### config.mk
export PLATFORM = sky130hd
export DESIGN_NAME = wdr_top
export DESIGN_NICKNAME = d
export VERILOG_FILES = /design/src/rtl/wdr_pkg.sv /design/src/rtl/wdr_top.sv
export SDC_FILE = /design/constraint.sdc
export NUM_CORES = 1
export LEC_CHECK = 0
export BUFFER_PORTS_ARGS = -buffer_cell sky130_fd_sc_hd__buf_2
export CORE_MARGIN = 1
export CORE_UTILIZATION = 24
export CTS_BUF_LIST = sky130_fd_sc_hd__clkbuf_4 sky130_fd_sc_hd__clkbuf_8
export DETAILED_ROUTE_END_ITERATION = 12
export RECOVER_POWER = 100
export REMOVE_ABC_BUFFERS = 1
export SLEW_MARGIN = 20
export SYNTH_ARGS = -nofsm -noshare
export SYNTH_HDL_FRONTEND = slang
export SYNTH_SLANG_ARGS = --single-unit
export TNS_END_PERCENT = 50
### constraint.sdc
create_clock -name clk_sys -period 10.8 [get_ports clk_sys]
set_input_delay 2.16 -clock clk_sys [delete_from_list [all_inputs] [get_ports clk_sys]]
set_output_delay 2.16 -clock clk_sys [all_outputs]
set_load 0.02 [all_outputs]
### src/rtl/wdr_pkg.sv
package wdr_pkg;

   // Register indexes; the byte address on the bus is four times the index.
   localparam logic [5:0] IDX_PWR_EN       = 6'h01;
   localparam logic [5:0] IDX_PWR_STS2     = 6'h03;
   localparam logic [5:0] IDX_PWR_EN2      = 6'h06;
   localparam logic [5:0] IDX_UNIT_SEL     = 6'h11;
   localparam logic [5:0] IDX_WD_CFG       = 6'h13;
   localparam logic [5:0] IDX_MGMT_STS3    = 6'h18;
   localparam logic [5:0] IDX_MGMT_EN3     = 6'h19;
   localparam logic [5:0] IDX_TIMEOUT_VAL  = 6'h20;
   localparam logic [5:0] IDX_WD_CTRL      = 6'h21;
   localparam logic [5:0] IDX_GPIO_POL2    = 6'h22;
   localparam logic [5:0] IDX_ALT_FUNC1    = 6'h23;
   localparam logic [5:0] IDX_ALT_FUNC3    = 6'h24;
   localparam logic [5:0] IDX_IRQ_STS      = 6'h28;
   localparam logic [5:0] IDX_IRQ_CLR      = 6'h29;
   localparam logic [5:0] IDX_IRQ_EN       = 6'h2a;

   // Field positions.
   localparam int BIT_PWR_GLOBAL_EN = 0;
   localparam int BIT_PWR_WD        = 7;
   localparam int BIT_UNIT_MINUTES  = 7;
   localparam int BIT_MAP_LO        = 4;
   localparam int BIT_MGMT_WD       = 0;
   localparam int BIT_CTRL_STATUS   = 0;
   localparam int BIT_CTRL_FORCE    = 2;
   localparam int BIT_POL_WD        = 1;
   localparam int BIT_ALT1_LO       = 4;
   localparam int BIT_ALT3_LO       = 2;
   localparam logic [1:0] ALT1_MGMT_SEL = 2'h1;
   localparam logic [1:0] ALT3_WD_SEL   = 2'h2;

   // Interrupt status bits.
   localparam int IRQ_W          = 3;
   localparam int IRQ_BIT_EVENT  = 0;
   localparam int IRQ_BIT_RELOAD = 1;
   localparam int IRQ_BIT_FORCE  = 2;

   // Reset values.
   localparam logic [7:0] RST_BYTE   = 8'h00;
   localparam logic [7:0] RST_TO_VAL = 8'h00;

   // Timing: a unit tick is one second, or one minute of sixty seconds when minutes are selected.
   localparam int CLK_KHZ          = 40000;
   localparam int SECOND_MS        = 1000;
   localparam int SECOND_CYCLES    = SECOND_MS * CLK_KHZ;
   localparam int SECONDS_PER_MIN  = 60;

endpackage

### src/rtl/wdr_top.sv
`timescale 1ns/1ps
module wdr_top
   import wdr_pkg::*;
#(
   parameter int SEC_CYCLES = wdr_pkg::SECOND_CYCLES
) (
   // Clock and reset.
   input  wire logic        clk_sys,
   input  wire logic        rst,
   // AHB-Lite slave.
   input  wire logic        hsel,
   input  wire logic [31:0] haddr,
   input  wire logic [1:0]  htrans,
   input  wire logic        hwrite,
   input  wire logic [2:0]  hsize,
   input  wire logic [31:0] hwdata,
   input  wire logic        hready,
   output logic [31:0]      hrdata,
   output logic             hreadyout,
   output logic             hresp,
   // Event outputs.
   output logic             power_event_out_n,
   output logic             mgmt_irq_out_n,
   output logic             shared_pin_twentyone_o,
   output logic             shared_pin_twentyone_oe,
   output logic             serirq_request,
   output logic [3:0]       serirq_slot,
   output logic             irq
);
   import wdr_pkg::*;

   // The prescaler needs at least two cycles per second to form a tick.
   if (SEC_CYCLES < 2) begin : g_sec_check
      $error("SEC_CYCLES must be at least 2.");
   end

   localparam int SW = $clog2(SEC_CYCLES);

   // Bus state.
   logic        wr_q, rd_q;
   logic [5:0]  addr_q;
   logic [7:0]  wd;
   logic        wr_ok;

   // Registers.
   logic [7:0]  pwr_en_q, pwr_en2_q, unit_q, cfg_q, mgmt_en3_q;
   logic [7:0]  to_val_q, pol2_q, alt1_q, alt3_q;
   logic        pwr_sts_q, mgmt_sts_q, status_q, status_prev_q;
   logic [IRQ_W-1:0] irq_sts_q, irq_en_q, irq_set;

   // Counting.
   logic [SW-1:0] sec_cnt_q;
   logic [5:0]    min_cnt_q;
   logic          sec_tick, min_tick, unit_tick;
   logic [7:0]    count_q;
   logic          load, force_wr, expire, wd_event, wd_level;

   assign wd       = hwdata[7:0];
   assign wr_ok    = wr_q;
   assign load     = wr_ok && addr_q == IDX_TIMEOUT_VAL;
   assign force_wr = wr_ok && addr_q == IDX_WD_CTRL && wd[BIT_CTRL_FORCE];

   // Address phase capture; reads take one wait state so the data comes from a flop.
   always_ff @(posedge clk_sys or posedge rst) begin
      if (rst) begin
         wr_q   <= 1'b0;
         rd_q   <= 1'b0;
         addr_q <= 6'h00;
      end else begin
         rd_q <= 1'b0;
         wr_q <= 1'b0;
         if (hsel && htrans[1] && hready) begin
            wr_q   <= hwrite;
            rd_q   <= !hwrite;
            addr_q <= haddr[7:2];
         end
      end
   end

   always_ff @(posedge clk_sys or posedge rst) begin
      if (rst) begin
         hreadyout <= 1'b1;
         hrdata    <= 32'h0000_0000;
      end else begin
         hreadyout <= 1'b1;
         if (hsel && htrans[1] && hready && !hwrite) begin
            hreadyout <= 1'b0;
         end
         if (rd_q) begin
            hrdata <= 32'h0000_0000;
            case (addr_q)
               IDX_PWR_EN:      hrdata[7:0] <= pwr_en_q;
               IDX_PWR_STS2:    hrdata[BIT_PWR_WD] <= pwr_sts_q;
               IDX_PWR_EN2:     hrdata[7:0] <= pwr_en2_q;
               IDX_UNIT_SEL:    hrdata[7:0] <= unit_q;
               IDX_WD_CFG:      hrdata[7:0] <= cfg_q;
               IDX_MGMT_STS3:   hrdata[BIT_MGMT_WD] <= mgmt_sts_q;
               IDX_MGMT_EN3:    hrdata[7:0] <= mgmt_en3_q;
               IDX_TIMEOUT_VAL: hrdata[7:0] <= to_val_q;
               IDX_WD_CTRL:     hrdata[BIT_CTRL_STATUS] <= status_q;
               IDX_GPIO_POL2:   hrdata[7:0] <= pol2_q;
               IDX_ALT_FUNC1:   hrdata[7:0] <= alt1_q;
               IDX_ALT_FUNC3:   hrdata[7:0] <= alt3_q;
               IDX_IRQ_STS:     hrdata[IRQ_W-1:0] <= irq_sts_q;
               IDX_IRQ_EN:      hrdata[IRQ_W-1:0] <= irq_en_q;
               default:         hrdata <= 32'h0000_0000;
            endcase
         end
      end
   end

   always_ff @(posedge clk_sys or posedge rst) begin
      if (rst) begin
         hresp <= 1'b0;
      end else begin
         hresp <= 1'b0;
      end
   end

   // Plain read/write configuration registers.
   always_ff @(posedge clk_sys or posedge rst) begin
      if (rst) begin
         pwr_en_q   <= RST_BYTE;
         pwr_en2_q  <= RST_BYTE;
         unit_q     <= RST_BYTE;
         cfg_q      <= RST_BYTE;
         mgmt_en3_q <= RST_BYTE;
         to_val_q   <= RST_TO_VAL;
         pol2_q     <= RST_BYTE;
         alt1_q     <= RST_BYTE;
         alt3_q     <= RST_BYTE;
         irq_en_q   <= '0;
      end else if (wr_ok) begin
         case (addr_q)
            IDX_PWR_EN:      pwr_en_q   <= wd;
            IDX_PWR_EN2:     pwr_en2_q  <= wd;
            IDX_UNIT_SEL:    unit_q     <= wd;
            IDX_WD_CFG:      cfg_q      <= wd;
            IDX_MGMT_EN3:    mgmt_en3_q <= wd;
            IDX_TIMEOUT_VAL: to_val_q   <= wd;
            IDX_GPIO_POL2:   pol2_q     <= wd;
            IDX_ALT_FUNC1:   alt1_q     <= wd;
            IDX_ALT_FUNC3:   alt3_q     <= wd;
            IDX_IRQ_EN:      irq_en_q   <= wd[IRQ_W-1:0];
            default:         ;
         endcase
      end
   end

   // Seconds prescaler and minute divider.
   assign sec_tick  = sec_cnt_q == SW'(SEC_CYCLES - 1);
   assign min_tick  = sec_tick && min_cnt_q == 6'(SECONDS_PER_MIN - 1);
   assign unit_tick = unit_q[BIT_UNIT_MINUTES] ? min_tick : sec_tick;

   always_ff @(posedge clk_sys or posedge rst) begin
      if (rst) begin
         sec_cnt_q <= '0;
         min_cnt_q <= 6'h00;
      end else if (sec_tick) begin
         sec_cnt_q <= '0;
         min_cnt_q <= min_tick ? 6'h00 : min_cnt_q + 6'h01;
      end else begin
         sec_cnt_q <= sec_cnt_q + SW'(1);
      end
   end

   // Down-counter; a zero count stands still, which covers the disabled case.
   assign expire = !load && !force_wr && count_q == 8'h01 && unit_tick;

   always_ff @(posedge clk_sys or posedge rst) begin
      if (rst) begin
         count_q <= RST_TO_VAL;
      end else if (force_wr) begin
         count_q <= 8'h00;
      end else if (load) begin
         count_q <= wd;
      end else if (count_q != 8'h00 && unit_tick) begin
         count_q <= count_q - 8'h01;
      end
   end

   // Timeout status: hardware set wins over a host clear in the same cycle.
   always_ff @(posedge clk_sys or posedge rst) begin
      if (rst) begin
         status_q      <= 1'b0;
         status_prev_q <= 1'b0;
      end else begin
         status_prev_q <= status_q;
         if (expire || force_wr) begin
            status_q <= 1'b1;
         end else if (wr_ok && addr_q == IDX_WD_CTRL) begin
            status_q <= wd[BIT_CTRL_STATUS];
         end
      end
   end

   assign wd_event = status_q && !status_prev_q;
   assign wd_level = status_q ^ pol2_q[BIT_POL_WD];

   // Sticky event status bits, cleared by writing one.
   always_ff @(posedge clk_sys or posedge rst) begin
      if (rst) begin
         pwr_sts_q  <= 1'b0;
         mgmt_sts_q <= 1'b0;
      end else begin
         if (wd_event) begin
            pwr_sts_q <= 1'b1;
         end else if (wr_ok && addr_q == IDX_PWR_STS2 && wd[BIT_PWR_WD]) begin
            pwr_sts_q <= 1'b0;
         end
         if (wd_event) begin
            mgmt_sts_q <= 1'b1;
         end else if (wr_ok && addr_q == IDX_MGMT_STS3 && wd[BIT_MGMT_WD]) begin
            mgmt_sts_q <= 1'b0;
         end
      end
   end

   // Event outputs.
   always_ff @(posedge clk_sys or posedge rst) begin
      if (rst) begin
         power_event_out_n       <= 1'b1;
         mgmt_irq_out_n          <= 1'b1;
         shared_pin_twentyone_o  <= 1'b0;
         shared_pin_twentyone_oe <= 1'b0;
         serirq_request          <= 1'b0;
         serirq_slot             <= 4'h0;
      end else begin
         power_event_out_n <= !(pwr_sts_q && pwr_en_q[BIT_PWR_GLOBAL_EN]
                                && pwr_en2_q[BIT_PWR_WD]);
         mgmt_irq_out_n <= !(mgmt_sts_q && mgmt_en3_q[BIT_MGMT_WD]
                             && alt1_q[BIT_ALT1_LO+:2] == ALT1_MGMT_SEL);
         if (alt3_q[BIT_ALT3_LO+:2] == ALT3_WD_SEL) begin
            shared_pin_twentyone_o  <= wd_level;
            shared_pin_twentyone_oe <= 1'b1;
         end else begin
            shared_pin_twentyone_o  <= 1'b0;
            shared_pin_twentyone_oe <= 1'b0;
         end
         serirq_request <= status_q && cfg_q[BIT_MAP_LO+:4] != 4'h0;
         serirq_slot    <= cfg_q[BIT_MAP_LO+:4];
      end
   end

   // Block interrupt: sticky status, write-one clear, enable mask.
   always_comb begin
      irq_set = '0;
      irq_set[IRQ_BIT_EVENT]  = wd_event;
      irq_set[IRQ_BIT_RELOAD] = load && wd != 8'h00;
      irq_set[IRQ_BIT_FORCE]  = force_wr;
   end

   always_ff @(posedge clk_sys or posedge rst) begin
      if (rst) begin
         irq_sts_q <= '0;
         irq <= 1'b0;
      end else begin
         if (wr_ok && addr_q == IDX_IRQ_CLR) begin
            irq_sts_q <= (irq_sts_q & ~wd[IRQ_W-1:0]) | irq_set;
         end else begin
            irq_sts_q <= irq_sts_q | irq_set;
         end
         irq <= |(irq_sts_q & irq_en_q);
      end
   end
endmodule

[After elaboration in Yosys (flattened, before gate mapping)]
Index checks and enable logic that the tools add are counted.
Storage, ports and cells
  register bits after elaboration: 149
  input port bits: 74
  output and inout port bits: 44
  word-level logic and storage cells: 129
Cells by class
  add/subtract/negate cells: 3
  eq/ne operators: 20
  muxes and demuxes: 22
  bitwise gates (word level): 6
  reductions and logical operators: 48
Operators with widths (count)
  == test 6 bit, second input constant: 9
  case mux 4 bit (9 select lines): 1
  adder 26 x 1 -> 26 bit, second input constant: 1
  == test 26 bit, second input constant: 1
  2-to-1 mux 26 bit: 1
  == test 6 x 5 -> 1 bit, second input constant: 4
  2-to-1 mux 8 bit: 3
  logical AND 1 bit: 23
  case mux 2 bit (11 select lines): 1
  AND reduction 2 bit: 10
  nonzero test 8 bit: 2
  case mux 1 bit (13 select lines): 1
  2-to-1 mux 1 bit: 12
  case mux 1 bit (10 select lines): 1
  == test 8 x 1 -> 1 bit, second input constant: 1
  subtractor 8 x 1 -> 8 bit, second input constant: 1
  adder 6 x 1 -> 6 bit, second input constant: 1
  AND 3 bit: 2
  == test 6 x 1 -> 1 bit, second input constant: 1
  == test 6 x 2 -> 1 bit, second input constant: 1
  == test 6 x 3 -> 1 bit, second input constant: 1
  logical NOT 1 bit: 6
  2-to-1 mux 6 bit: 1
  OR 3 bit: 2
  other kinds (10): 12

[Longest topological paths before layout]
Gate-level depths: netlist of run 1.
  word-level depth: 9
  depth in mapped cells: 7
  depth with buffers taken out: 7

[Worst setup path before layout of run 1]
No wires, ideal clock.
  kind: input port to flip-flop
  from: input hwdata[2]
  to: register count_q[3]
  setup time: 0.122 ns
  arrival: 3.333 ns
  data required time: 10.678 ns
  setup slack: 7.346 ns
  stages: 5
  path buffers: 0
  path through: nand2b_1 -> nand4b_2 -> a22o_1 -> or4b_1 -> a32o_1
Between the ends
  word-level cells in the longest chain between the ends: 2
  elaborated cells on any way between the ends: 3
  those cells by class: 1 x mux; 2 x reduce/logical
RTL lines
  start: declaration: RTL line wdr_top.sv:16  | input wire logic [31:0] hwdata,
  logical AND 1 bit *: RTL line wdr_top.sv:61  | assign force_wr = wr_ok && addr_q == IDX_WD_CTRL && wd[BIT_CTRL_FORCE];
  nonzero test 3 bit (no line) or 2-to-1 mux 8 bit (tied branches)
  end signal: assignment: RTL line wdr_top.sv:176  | count_q <= wd;
  end signal: assignment: RTL line wdr_top.sv:178  | count_q <= count_q - 8'h01;
  end: declaration: RTL line wdr_top.sv:55  | logic [7:0] count_q;
Mark *: on every way between the ends. The rest lies on a longest branch, timed or not.
A chain may end at the register's enable or synchronous reset.

==> summary.txt, run 1 <==
Status
  • Status: finished, violations left
  • Failing checks: max-capacitance violations, max-slew violations

Power
  • Peak VDD IR: 0.0719 mV
  • Gate power share: 0.118
  • Clock network power share: 0.368
  • Share of power burned in registers: 0.514
  • NetSw: 0.363 mW
  • P_leak: 3.23 nW
  • Pint: 0.868 mW
  • Switching Share: 0.295
  • PD cells: roughly 160 nW/µm²

Final layout
  • Diode count: 0
  • Top reg by flops: sec_cnt_q
  • Nets: 724
  • Most frequent cells in the layout: 146 x dfrtp_1, 74 x mux2_2, 62 x nand2_1
  • Post-Route Utilization: 0.274
  • Commonest non-fill, non-tap cell in the layout: dfrtp_1
  • Fraction of layout cells with a size suffix above 1: 0.208
  • Finished layout cell area: 7870 µm²
  • Area Overhead vs Synth: 11.7%
  • Max reg flops: 26

Global route
  • Tot GR Track Use: 0.118
  • Initial antenna violation count: 0
  • Vias in the first global route: about 4800
  • GR peak layer: met2
  • First-pass GRT wire length: roughly 28000 µm
  • Largest net degree at the start of global routing: 76
  • Grt met3 use: 0.0274
  • M1 GR Usage: 0.157
  • GR Overflow Total: 0
  • Routing usage on met2: 0.187

Logic synthesis
  • Seq/Total Area, Yosys: 0.529
  • Ys flop type: dfrtp_1
  • Mapped Avg Cell Area: 11.5 µm²
  • Warnings from Yosys: 0
  • Post-synthesis instance area: 7050 µm²
  • Distinct cells, synth: 66
  • EDFF count, synth: 0
  • Yosys reg bits: 149
  • Synth area leaders: dfrtp_1 52%, mux2_2 12%, nand2_1 3.2%, buf_4 2.7%, xnor2_1 2.1%
  • Synth area leader: dfrtp_1
  • Asr flop ratio synth: 1.00
  • Top cell type's share of synthesized area: 0.518
  • Cells after Synth: 615

STA
  • Worst slew pin tran: around 3400 ps
  • Fin Setup TNS: 0 ps
  • Final setup fails: 0
  • Rel. slew slack: -1.27
  • RSZ-0062 raised after global routing: no
  • Max Fclk: roughly 210 MHz
  • Clk_skew: 15.0 ps
  • Max Slew Vio Count: 76
  • Final Hold Fails: 0
  • Tcrit/Tclk final: 0.442
  • Tmin final: around 4800 ps

Clock tree
  • Clock Sinks: 149
  • Clock buffer depth: 2
  • CTS tree: built
  • Setup bufs post-CTS: 0
  • Clk Tree Root Cell: clkbuf_8
  • Clk slew on worst S/H paths: about 90 ps
  • Cells resized by post-CTS repair: 0
  • Insertion delay to the later sink of the worst-skew pair: about 460 ps
  • Post-CTS Hold Buffers: 0
  • H-tree depth: 4
  • CTS buffer count: 17

Critical path
  • Crit-path cells: buf_2 -> clkinvlp_2 -> buf_4
  • Critical Path AT: 5230 ps
  • Slowest-stage cell, CP: clkinvlp_2
  • Top fanout value on the critical path: 75
  • Worst Path Buf+Inv: 3
  • Setup CP Type: input port to asynchronous set/reset pin
  • Worst setup SP type: input port
  • CP peak stage delay: 1870 ps
  • Worst Setup End Kind: asynchronous set/reset pin
  • Worst path top cell family by delay: buffers and inverters
  • Req. time, crit path: 11260 ps

Routing
  • Pre-Repair DR Iteration Count: 5
  • Final wirelength: 17000 µm
  • Via density: 4.66
  • DRT iter0 DRCs: 369
  • Post-route ant nets: 0
  • DR DRC count: 0
  • WL/cell: roughly 16 µm
  • Routed via count: a little under 5000

Floorplanning
  • Total core area: approximately 29000 µm²
  • Die ar.: 30100 µm²
  • Row Count: 62
  • Die X: 173 µm
  • Die height: 173 µm
  • Ports: 118
  • Initial Util: 0.245

Placement
  • HPWL after DPL: around 11000 µm
  • Port-buffer cells: 38
  • Area after DPL: 7540 µm²
  • GPL Wtd Cong: 0.787

Flow run
  • Max_cap viols: 1

Hold path
  • Min-delay worst type: register to register
==> worst paths after layout <==
check	depth (start not counted)	slack, ps	end	start
worst max-delay path	3	6030	pwr_en2_q[0]	rst
worst min-delay path	0	450	serirq_slot[0]	cfg_q[4]
worst max register to register	6	7440	count_q[3]	addr_q[2]
worst min register to register	0	450	serirq_slot[0]	cfg_q[4]
max in group clk_sys	6	6940	count_q[3]	hwdata[2]
min in group asynchronous	2	2680	sec_cnt_q[11]	rst
==> routing by layer <==
metal,share of wire,vias to the layer above,wire (µm)
met2,0.48,136,8150
li1,-,2233,-
met1,0.46,2471,7790
met5,0,-,0
met4,0.013,0,213
met3,0.050,16,856
==> kinds of logic (layout without fill, tap and decap cells) <==
kind of cell,after synthesis,count (layout),synth area share
AO/OA/AOI/OAI,90,90,0.0987
XOR/XNOR,25,25,0.0311
adder cells (fa/ha/maj),5,5,0.00887
buffers and inverters,68,87,0.0508
flip-flops,149,149,0.529
multiplexers,78,78,0.124
other,1,25,0.000532
AND/OR/NAND/NOR,199,199,0.157
==> metrics by stage <==
step           std cells  setup slack, ps  total power, mW  hold WS [ps]
6_report            1042             6030             1.23           450
5_1_grt             1042             5450             1.29           465
2_1_floorplan        583             4640            0.737           390
3_5_place_dp        1010             6850            0.796           428
3_3_place_gp        1010             6890            0.793           427
4_1_cts             1042             7350             1.25           454
==> Yosys cell counts (all sizes together) (2+ instances only) <==
cell type    n
xnor2       17
mux2i        4
or3          4
o21ai       11
nor4b        2
nand2       62
a221oi       4
nor2b        9
nand4b       2
clkbuf      24
ha           5
nand3       26
nor2        25
mux2        74
and2         9
inv         12
o31ai        4
nand2b       3
buf         32
and3         6
or2          3
dfstp        3
a41oi        3
or4bb        2
and4         4
and4bb       3
a31oi        2
a22o         4
o211ai       2
nor4         9
o22a         4
a22oi       14
dfrtp      146
nand4       12
a21oi        7
xor2         8
nor3        11
a21o         5
a32oi       13
a32o         5
==> layout make-up <==
type,instances,area [µm²]
clock buffers,18,241
clock inverters,14,169
fillers,3010,20900
inverters,12,46.3
multi-input cells,422,3010
flip-flops and latches,149,3730
well taps,384,480
repair buffers,43,191
==> power groups by stage <==
| stage | clock [mW] | combinational [mW] | sequential [mW] |
|---|---|---|---|
| 3_3_place_gp | 0 | 0.151 | 0.643 |
| 6_report | 0.453 | 0.145 | 0.633 |
| 4_1_cts | 0.464 | 0.152 | 0.633 |
| 5_1_grt | 0.489 | 0.160 | 0.639 |
| 2_1_floorplan | 0 | 0.0914 | 0.646 |
| 3_5_place_dp | 0 | 0.152 | 0.645 |
Power figures use the tool's default switching activity.
==> run 2, diff against run 1 <==
--- a/config.mk
+++ b/config.mk
@@ -5,6 +5,7 @@
 export SDC_FILE = /design/constraint.sdc
 export NUM_CORES = 1
 export LEC_CHECK = 0
+export ABC_AREA = 1
 export BUFFER_PORTS_ARGS = -buffer_cell sky130_fd_sc_hd__buf_2
 export CORE_MARGIN = 1
 export CORE_UTILIZATION = 24
==> constraint.sdc (replaced) <==
create_clock -name clk_sys -period 4.3 [get_ports clk_sys]
set_input_delay 0.86 -clock clk_sys [delete_from_list [all_inputs] [get_ports clk_sys]]
set_output_delay 0.86 -clock clk_sys [all_outputs]
set_load 0.02 [all_outputs]
==> summary.txt, run 2 <==
Status
  • Failing checks: max-capacitance violations, max-slew violations
  • Status: finished, violations left

STA
  • Rel. slew slack: -0.529 (+0.738)
  • Fin Setup TNS: 0 ps (unchanged)
  • Max Fclk: roughly 350 MHz
  • Smallest hold slack: 442 ps (-7.95 ps)
  • Final Hold Fails: 0 (unchanged)
  • Tcrit/Tclk final: 0.659
  • Final setup margin: 1470 ps (-4560 ps)
  • Worst slew pin tran: 2290 ps (-1090 ps)
  • RSZ-0062 raised after global routing: no
  • Tmin final: 2830 ps
  • Clk_skew: 18.1 ps (+3.09 ps)
  • Final setup fails: 0 (unchanged)
  • Max Slew Vio Count: 105 (+38%)

Clock tree
  • Clk Tree Root Cell: clkbuf_8
  • Insertion delay to the later sink of the worst-skew pair: 450 ps (about the same)
  • Clock buffer depth: 2 (unchanged)
  • Post-CTS Hold Buffers: 0 (unchanged)
  • Clk slew on worst S/H paths: 100 ps (about the same)
  • Setup bufs post-CTS: 0 (unchanged)
  • H-tree depth: 4 (unchanged)
  • Clock Sinks: 149 (unchanged)
  • CTS tree: built
  • Cells resized by post-CTS repair: 0 (unchanged)
  • CTS buffer count: 17 (unchanged)

Logic synthesis
  • Seq/Total Area, Yosys: 0.500 (-0.0293)
  • Ys flop type: dfrtp_1
  • Yosys reg bits: 149 (unchanged)
  • Top cell type's share of synthesized area: 0.490 (-0.0287)
  • Synth area leaders: dfrtp_1 49%, nand2_1 16%, o21ai_0 5.8%, inv_1 4.8%, nor2_1 4.6%
  • Synth area leader: dfrtp_1
  • Mapped Avg Cell Area: 7.77 µm² (-32%)
  • Cells after Synth: 961 (+56%)
  • Distinct cells, synth: 30 (-55%)
  • Post-synth top cells: 327 x nand2_1, 146 x dfrtp_1, 95 x inv_1
  • Post-synthesis instance area: 7460 µm² (+5.9%)
  • Asr flop ratio synth: 1.00 (unchanged)
  • EDFF count, synth: 0 (unchanged)
  • Top-count cell post-synth: nand2_1
  • Warnings from Yosys: 0 (unchanged)

Final layout
  • Fraction of layout cells with a size suffix above 1: 0.0649 (-0.143)
  • Number of non-filler instances in the completed layout: 1415 (+36%)
  • Post-Route Utilization: 0.271 (-0.00211)
  • Top reg by flops: sec_cnt_q
  • Nets: 1083 (+50%)
  • Most frequent cells in the layout: 335 x nand2_1, 146 x dfrtp_1, 102 x inv_1
  • Finished layout cell area: 8300 µm² (+5.5%)
  • Max reg flops: 26 (unchanged)
  • Area Overhead vs Synth: 11.3%
  • Commonest non-fill, non-tap cell in the layout: nand2_1

Power
  • Peak VDD IR: 0.185 mV (+160%)
  • P_leak: 4.27 nW (+32%)
  • PD cells: 402 nW/µm² (+160%)
  • Total power: 3.34 mW (+170%)

Routing
  • Routed via count: 6110 (+26%)
  • Via density: 4.32 (-7.3%)
  • DR DRC count: 0 (unchanged)
  • Post-route ant nets: 0 (unchanged)
  • Pre-Repair DR Iteration Count: 5 (unchanged)
  • DRT iter0 DRCs: 449 (+22%)
  • Final wirelength: 18300 µm (+7.5%)
  • WL/cell: 12.9 µm (-21%)

Hold path
  • Min-delay worst type: register to register
  • Hold depth: 0 (unchanged)

Critical path
  • Most used cell, CP: nand2_1
  • WP depth: 10 (+7)
  • CP peak stage delay: 580 ps (-1290 ps)
  • Critical Path AT: 3210 ps (-2020 ps)
  • Slowest-stage cell, CP: nor2_1
  • Worst path top cell family by delay: simple AND/OR/NAND/NOR gates
  • R2R setup slack: 1470 ps (-5970 ps)
  • Crit-path cells: inv_1 -> nor2_1 -> nand2_4 -> nor2_1 -> nand2_4 -> nand2_1 -> inv_1 -> nand2_1 -> nand2_1 -> nand2_1
  • R2R depth: 10 (+4)
  • Worst Path Buf+Inv: 2 (-1)
  • Worst Setup End Kind: register
  • Req. time, crit path: 4680 ps (-6580 ps)
  • Setup CP Type: register to register
  • Worst setup SP type: register
  • Top fanout value on the critical path: 17 (-77%)

Floorplanning
  • Die height: 178 µm (+2.9%)
  • Initial Util: 0.244 (-0.000991)
  • Ports: 118 (unchanged)
  • Die ar.: 31800 µm² (+5.8%)
  • Die X: 178 µm (+2.9%)
  • Total core area: 30600 µm² (+6.3%)
  • Row Count: 64 (+3.2%)

Flow run
  • Max_cap viols: 1 (unchanged)

Global route
  • Initial antenna violation count: 3 (+3)
  • Vias in the first global route: 5872 (+23%)
  • Tot GR Track Use: 0.122 (+0.00403)
  • GR Overflow Total: 0 (unchanged)
  • First-pass GRT wire length: 30000 µm (+9.0%)
  • Largest net degree at the start of global routing: 106 (+39%)

Placement
  • Area after DPL: 8000 µm² (+6.1%)
  • Worst slack, placed: 2290 ps (-4560 ps)
  • HPWL after DPL: 13400 µm (+20%)
  • Placed cell count: 1381 (+37%)
  • Port-buffer cells: 38 (unchanged)
  • GPL Wtd Cong: 0.908 (+15%)
[run 2: cell count changes after synthesis, moves of 10 or more]
cell      delta
o21ai_0     +76
mux2_2      -74
xnor2_1     -10
nand2_1    +267
inv_1       +83
nand3_1     +36
a22oi_1     -14
clkbuf_1    -17
a32oi_1     -13
nor2_1      +66
[run 2: worst reg2reg max path, delay by kind of cell (launching register included)]
family                 cells  cell delay [ps]
flip-flops                 1              440
buffers and inverters      2              290
AND/OR/NAND/NOR            8             2040
[run 2: worst paths after layout]
check | to | start
min in group asynchronous | cfg_q[0] | rst
min reg2reg | serirq_slot[3] | cfg_q[7]
max reg2reg | count_q[3] | addr_q[5]
min | serirq_slot[3] | cfg_q[7]
max in group asynchronous | count_q[2] | rst
max | count_q[3] | addr_q[5]
[run 2: final cells by class]
cell class | count | area, µm²
antenna | 2 | 5.00
tap | 396 | 495
timing repair buffer | 39 | 185
clock buffer | 17 | 234
clock inverter | 15 | 199
fill | 3394 | 22300
inverter | 104 | 394
sequential | 149 | 3730
multi-input combinational | 693 | 3060
[run 2: power by group]
group | internal (mW) | switching, mW
clock network | 0.505 | 0.647
registers | 1.56 | 0.108
logic | 0.161 | 0.356
total | 2.23 | 1.11
[run 2: layer usage]
layer | up-vias | GRT usage | wire [µm]
li1 | 3062 | - | -
met1 | 2893 | 0.167 | 8940
met2 | 124 | 0.186 | 8140
met3 | 29 | 0.0283 | 866
met4 | 2 | 0.0403 | 340
met5 | - | 0 | 12
[run 2: cell families (layout without fill, tap and decap cells)]
| kind of cell | after synthesis | after routing | synth area share |
|---|---|---|---|
| AOI/OAI and AO/OA | 108 | 108 | 0.0724 |
| xor gates and xnor gates | 19 | 19 | 0.0223 |
| adders and majority gates | 5 | 5 | 0.00838 |
| buffers and inverters | 143 | 175 | 0.0873 |
| DFF | 149 | 149 | 0.500 |
| other | 1 | 27 | 0.000502 |
| and+or+nand+nor | 536 | 536 | 0.309 |
==> run 3, diff against run 2 <==
==> constraint.sdc (replaced) <==
create_clock -name clk_sys -period 2.7 [get_ports clk_sys]
set_input_delay 0.54 -clock clk_sys [delete_from_list [all_inputs] [get_ports clk_sys]]
set_output_delay 0.54 -clock clk_sys [all_outputs]
set_load 0.02 [all_outputs]
==> summary.txt, run 3 (synthesized netlist as in run 2, its figures left out) <==
Status
  • Status: complete, no violations

Clock tree
  • Clock buffer depth: 2 (unchanged)
  • Clk slew on worst S/H paths: 90 ps (about the same)
  • CTS tree: built
  • Post-CTS Hold Buffers: 0 (unchanged)
  • Setup bufs post-CTS: 0 (unchanged)
  • H-tree depth: 4 (unchanged)
  • Clock Sinks: 149 (unchanged)
  • CTS buffer count: 17 (unchanged)
  • Clk Tree Root Cell: clkbuf_8
  • Insertion delay to the later sink of the worst-skew pair: 460 ps (about the same)
  • Cells resized by post-CTS repair: 0 (unchanged)

STA
  • RSZ-0062 raised after global routing: no
  • Worst slew pin tran: 1250 ps (-1040 ps)
  • Max Fclk: 457 MHz (+29%)
  • Tcrit/Tclk final: 0.811 (+0.153)
  • Fin Setup TNS: 0 ps (unchanged)
  • Tmin final: 2190 ps (-642 ps)
  • Rel. slew slack: 0.162 (+0.691)
  • Final setup fails: 0 (unchanged)
  • Clk_skew: 16.2 ps (-1.90 ps)
  • Final Hold Fails: 0 (unchanged)
  • Max Slew Vio Count: 0 (-100%)

Floorplanning
  • Ports: 118 (unchanged)
  • Total core area: 30600 µm² (unchanged)
  • Die ar.: 31800 µm² (unchanged)
  • Die height: 178 µm (unchanged)
  • Row Count: 64 (unchanged)
  • Die X: 178 µm (unchanged)
  • Initial Util: 0.244 (unchanged)

Final layout
  • Number of non-filler instances in the completed layout: 1418 (+0.21%)
  • Nets: 1086 (+0.28%)
  • Post-Route Utilization: 0.271 (-0.000900)
  • Area Overhead vs Synth: 10.9%
  • Commonest non-fill, non-tap cell in the layout: nand2_1
  • Top reg by flops: sec_cnt_q
  • Fraction of layout cells with a size suffix above 1: 0.0716 (+0.00667)
  • Fillcell total: 3423 (+0.85%)
  • Max reg flops: 26 (unchanged)
  • Most frequent cells in the layout: 335 x nand2_1, 146 x dfrtp_1, 101 x inv_1

Placement
  • Port-buffer cells: 38 (unchanged)
  • GPL Wtd Cong: 0.866 (-4.6%)
  • HPWL after DPL: 13700 µm (+2.1%)
  • Placed cell count: 1384 (+0.22%)

Power
  • PD cells: 612 nW/µm² (+52%)
  • Pint: 3.43 mW (+54%)
  • NetSw: 1.64 mW (+47%)
  • Total power: 5.06 mW (+51%)
  • P_leak: 4.26 nW (-0.16%)
  • Switching Share: 0.323 (-0.00932)
  • Peak VDD IR: 0.222 mV (+20%)
  • Clock network power share: 0.309 (-0.036)
  • Share of power burned in registers: 0.528 (+0.027)
  • Gate power share: 0.163 (+0.008)

Critical path
  • Top fanout value on the critical path: 6 (-11)
  • Worst setup SP type: register
  • Critical Path AT: 2530 ps (-680 ps)
  • Worst Setup End Kind: register
  • R2R depth: 10 (unchanged)
  • R2R setup slack: 510 ps (-960 ps)
  • Req. time, crit path: 3040 ps (-1640 ps)
  • Setup CP Type: register to register

Routing
  • Routed via count: 6080 (-0.49%)
  • Via density: 4.29 (-0.70%)
  • DRT iter0 DRCs: 457 (+1.8%)
  • DR DRC count: 0 (unchanged)
  • WL/cell: 12.9 µm (about the same)
  • Post-route ant nets: 0 (unchanged)
  • Pre-Repair DR Iteration Count: 5 (unchanged)
  • Final wirelength: 18300 µm (+0.22%)

Global route
  • GR Overflow Total: 0 (unchanged)
  • First-pass GRT wire length: 30300 µm (+0.97%)
  • Tot GR Track Use: 0.124 (+0.00203)
  • Initial antenna violation count: 3 (unchanged)
  • Largest net degree at the start of global routing: 57 (-46%)
  • Vias in the first global route: 5828 (-0.75%)

Flow run
  • Max_cap viols: 0 (-1)

Hold path
  • Hold depth: 3 (+3)
  • Min-delay worst type: input port to register
run 3: cell types whose count changed in the layout (fill, tap and decap cells not counted), sizes merged:
| cell | delta |
|---|---|
| bufinv | -1 |
| clkinv | -3 |
| inv | -3 |
| clkinvlp | +4 |
| clkbuf | +6 |
run 3: power by group through the flow:
stage	combinational (mW)	sequential (mW)	clock [mW]
after global routing	0.954	2.70	1.72
after CTS	0.878	2.67	1.61
after detailed placement	0.877	2.71	0
after floorplan	0.555	2.74	0
final	0.825	2.67	1.57
after global placement	0.865	2.71	0
run 3: worst paths after layout:
kind	startpoint	end
max in group asynchronous	rst	min_cnt_q[4]
worst max register to register	sec_cnt_q[0]	min_cnt_q[0]
worst min-delay path	haddr[4]	addr_q[2]
worst max-delay path	sec_cnt_q[0]	min_cnt_q[0]
worst min register to register	cfg_q[5]	serirq_slot[1]
min in group asynchronous	rst	cfg_q[2]
run 3: worst max-delay path, cell delays in order (launching register included):
cell and delay [ps]:
dfrtp_1 400, ha_1 250, nand2_1 70, nor2_1 210, nand2_1 220, nor2_1 230, nand2_1 210, inv_1 210
o21ai_0 110, o21ai_0 90, inv_1 60
run 3: area by class of cell:
class                           count  area (µm²)  share of cell area
Sequential cell                   149        3730               0.451
Inverter                          104         394              0.0476
Antenna cell                        2        5.00            0.000605
Timing Repair Buffer               42         186              0.0225
Clock inverter                     12        95.1              0.0115
Tap cell                          396         495              0.0599
Multi-Input combinational cell    693        3110               0.376
Clock buffer                       20         256              0.0310
run 3: metrics by stage:
step / hold slack (ps) / area (µm²) / setup WS [ps]
after floorplan: 395 / 7290 / -1840
after global placement: 426 / 8040 / 747
after detailed placement: 427 / 8040 / 685
after CTS: 145 / 8390 / 646
after global routing: 279 / 8270 / 232
final: 289 / 8280 / 510
run 3: metal layers:
metal	global-route usage	share of wire	vias to the layer above	routed length, µm
met4	0.0424	0.015	2	273
li1	-	-	3069	-
met5	0	0.00076	-	14
met1	0.173	0.49	2852	9040
met2	0.187	0.45	137	8220
met3	0.0277	0.043	20	785
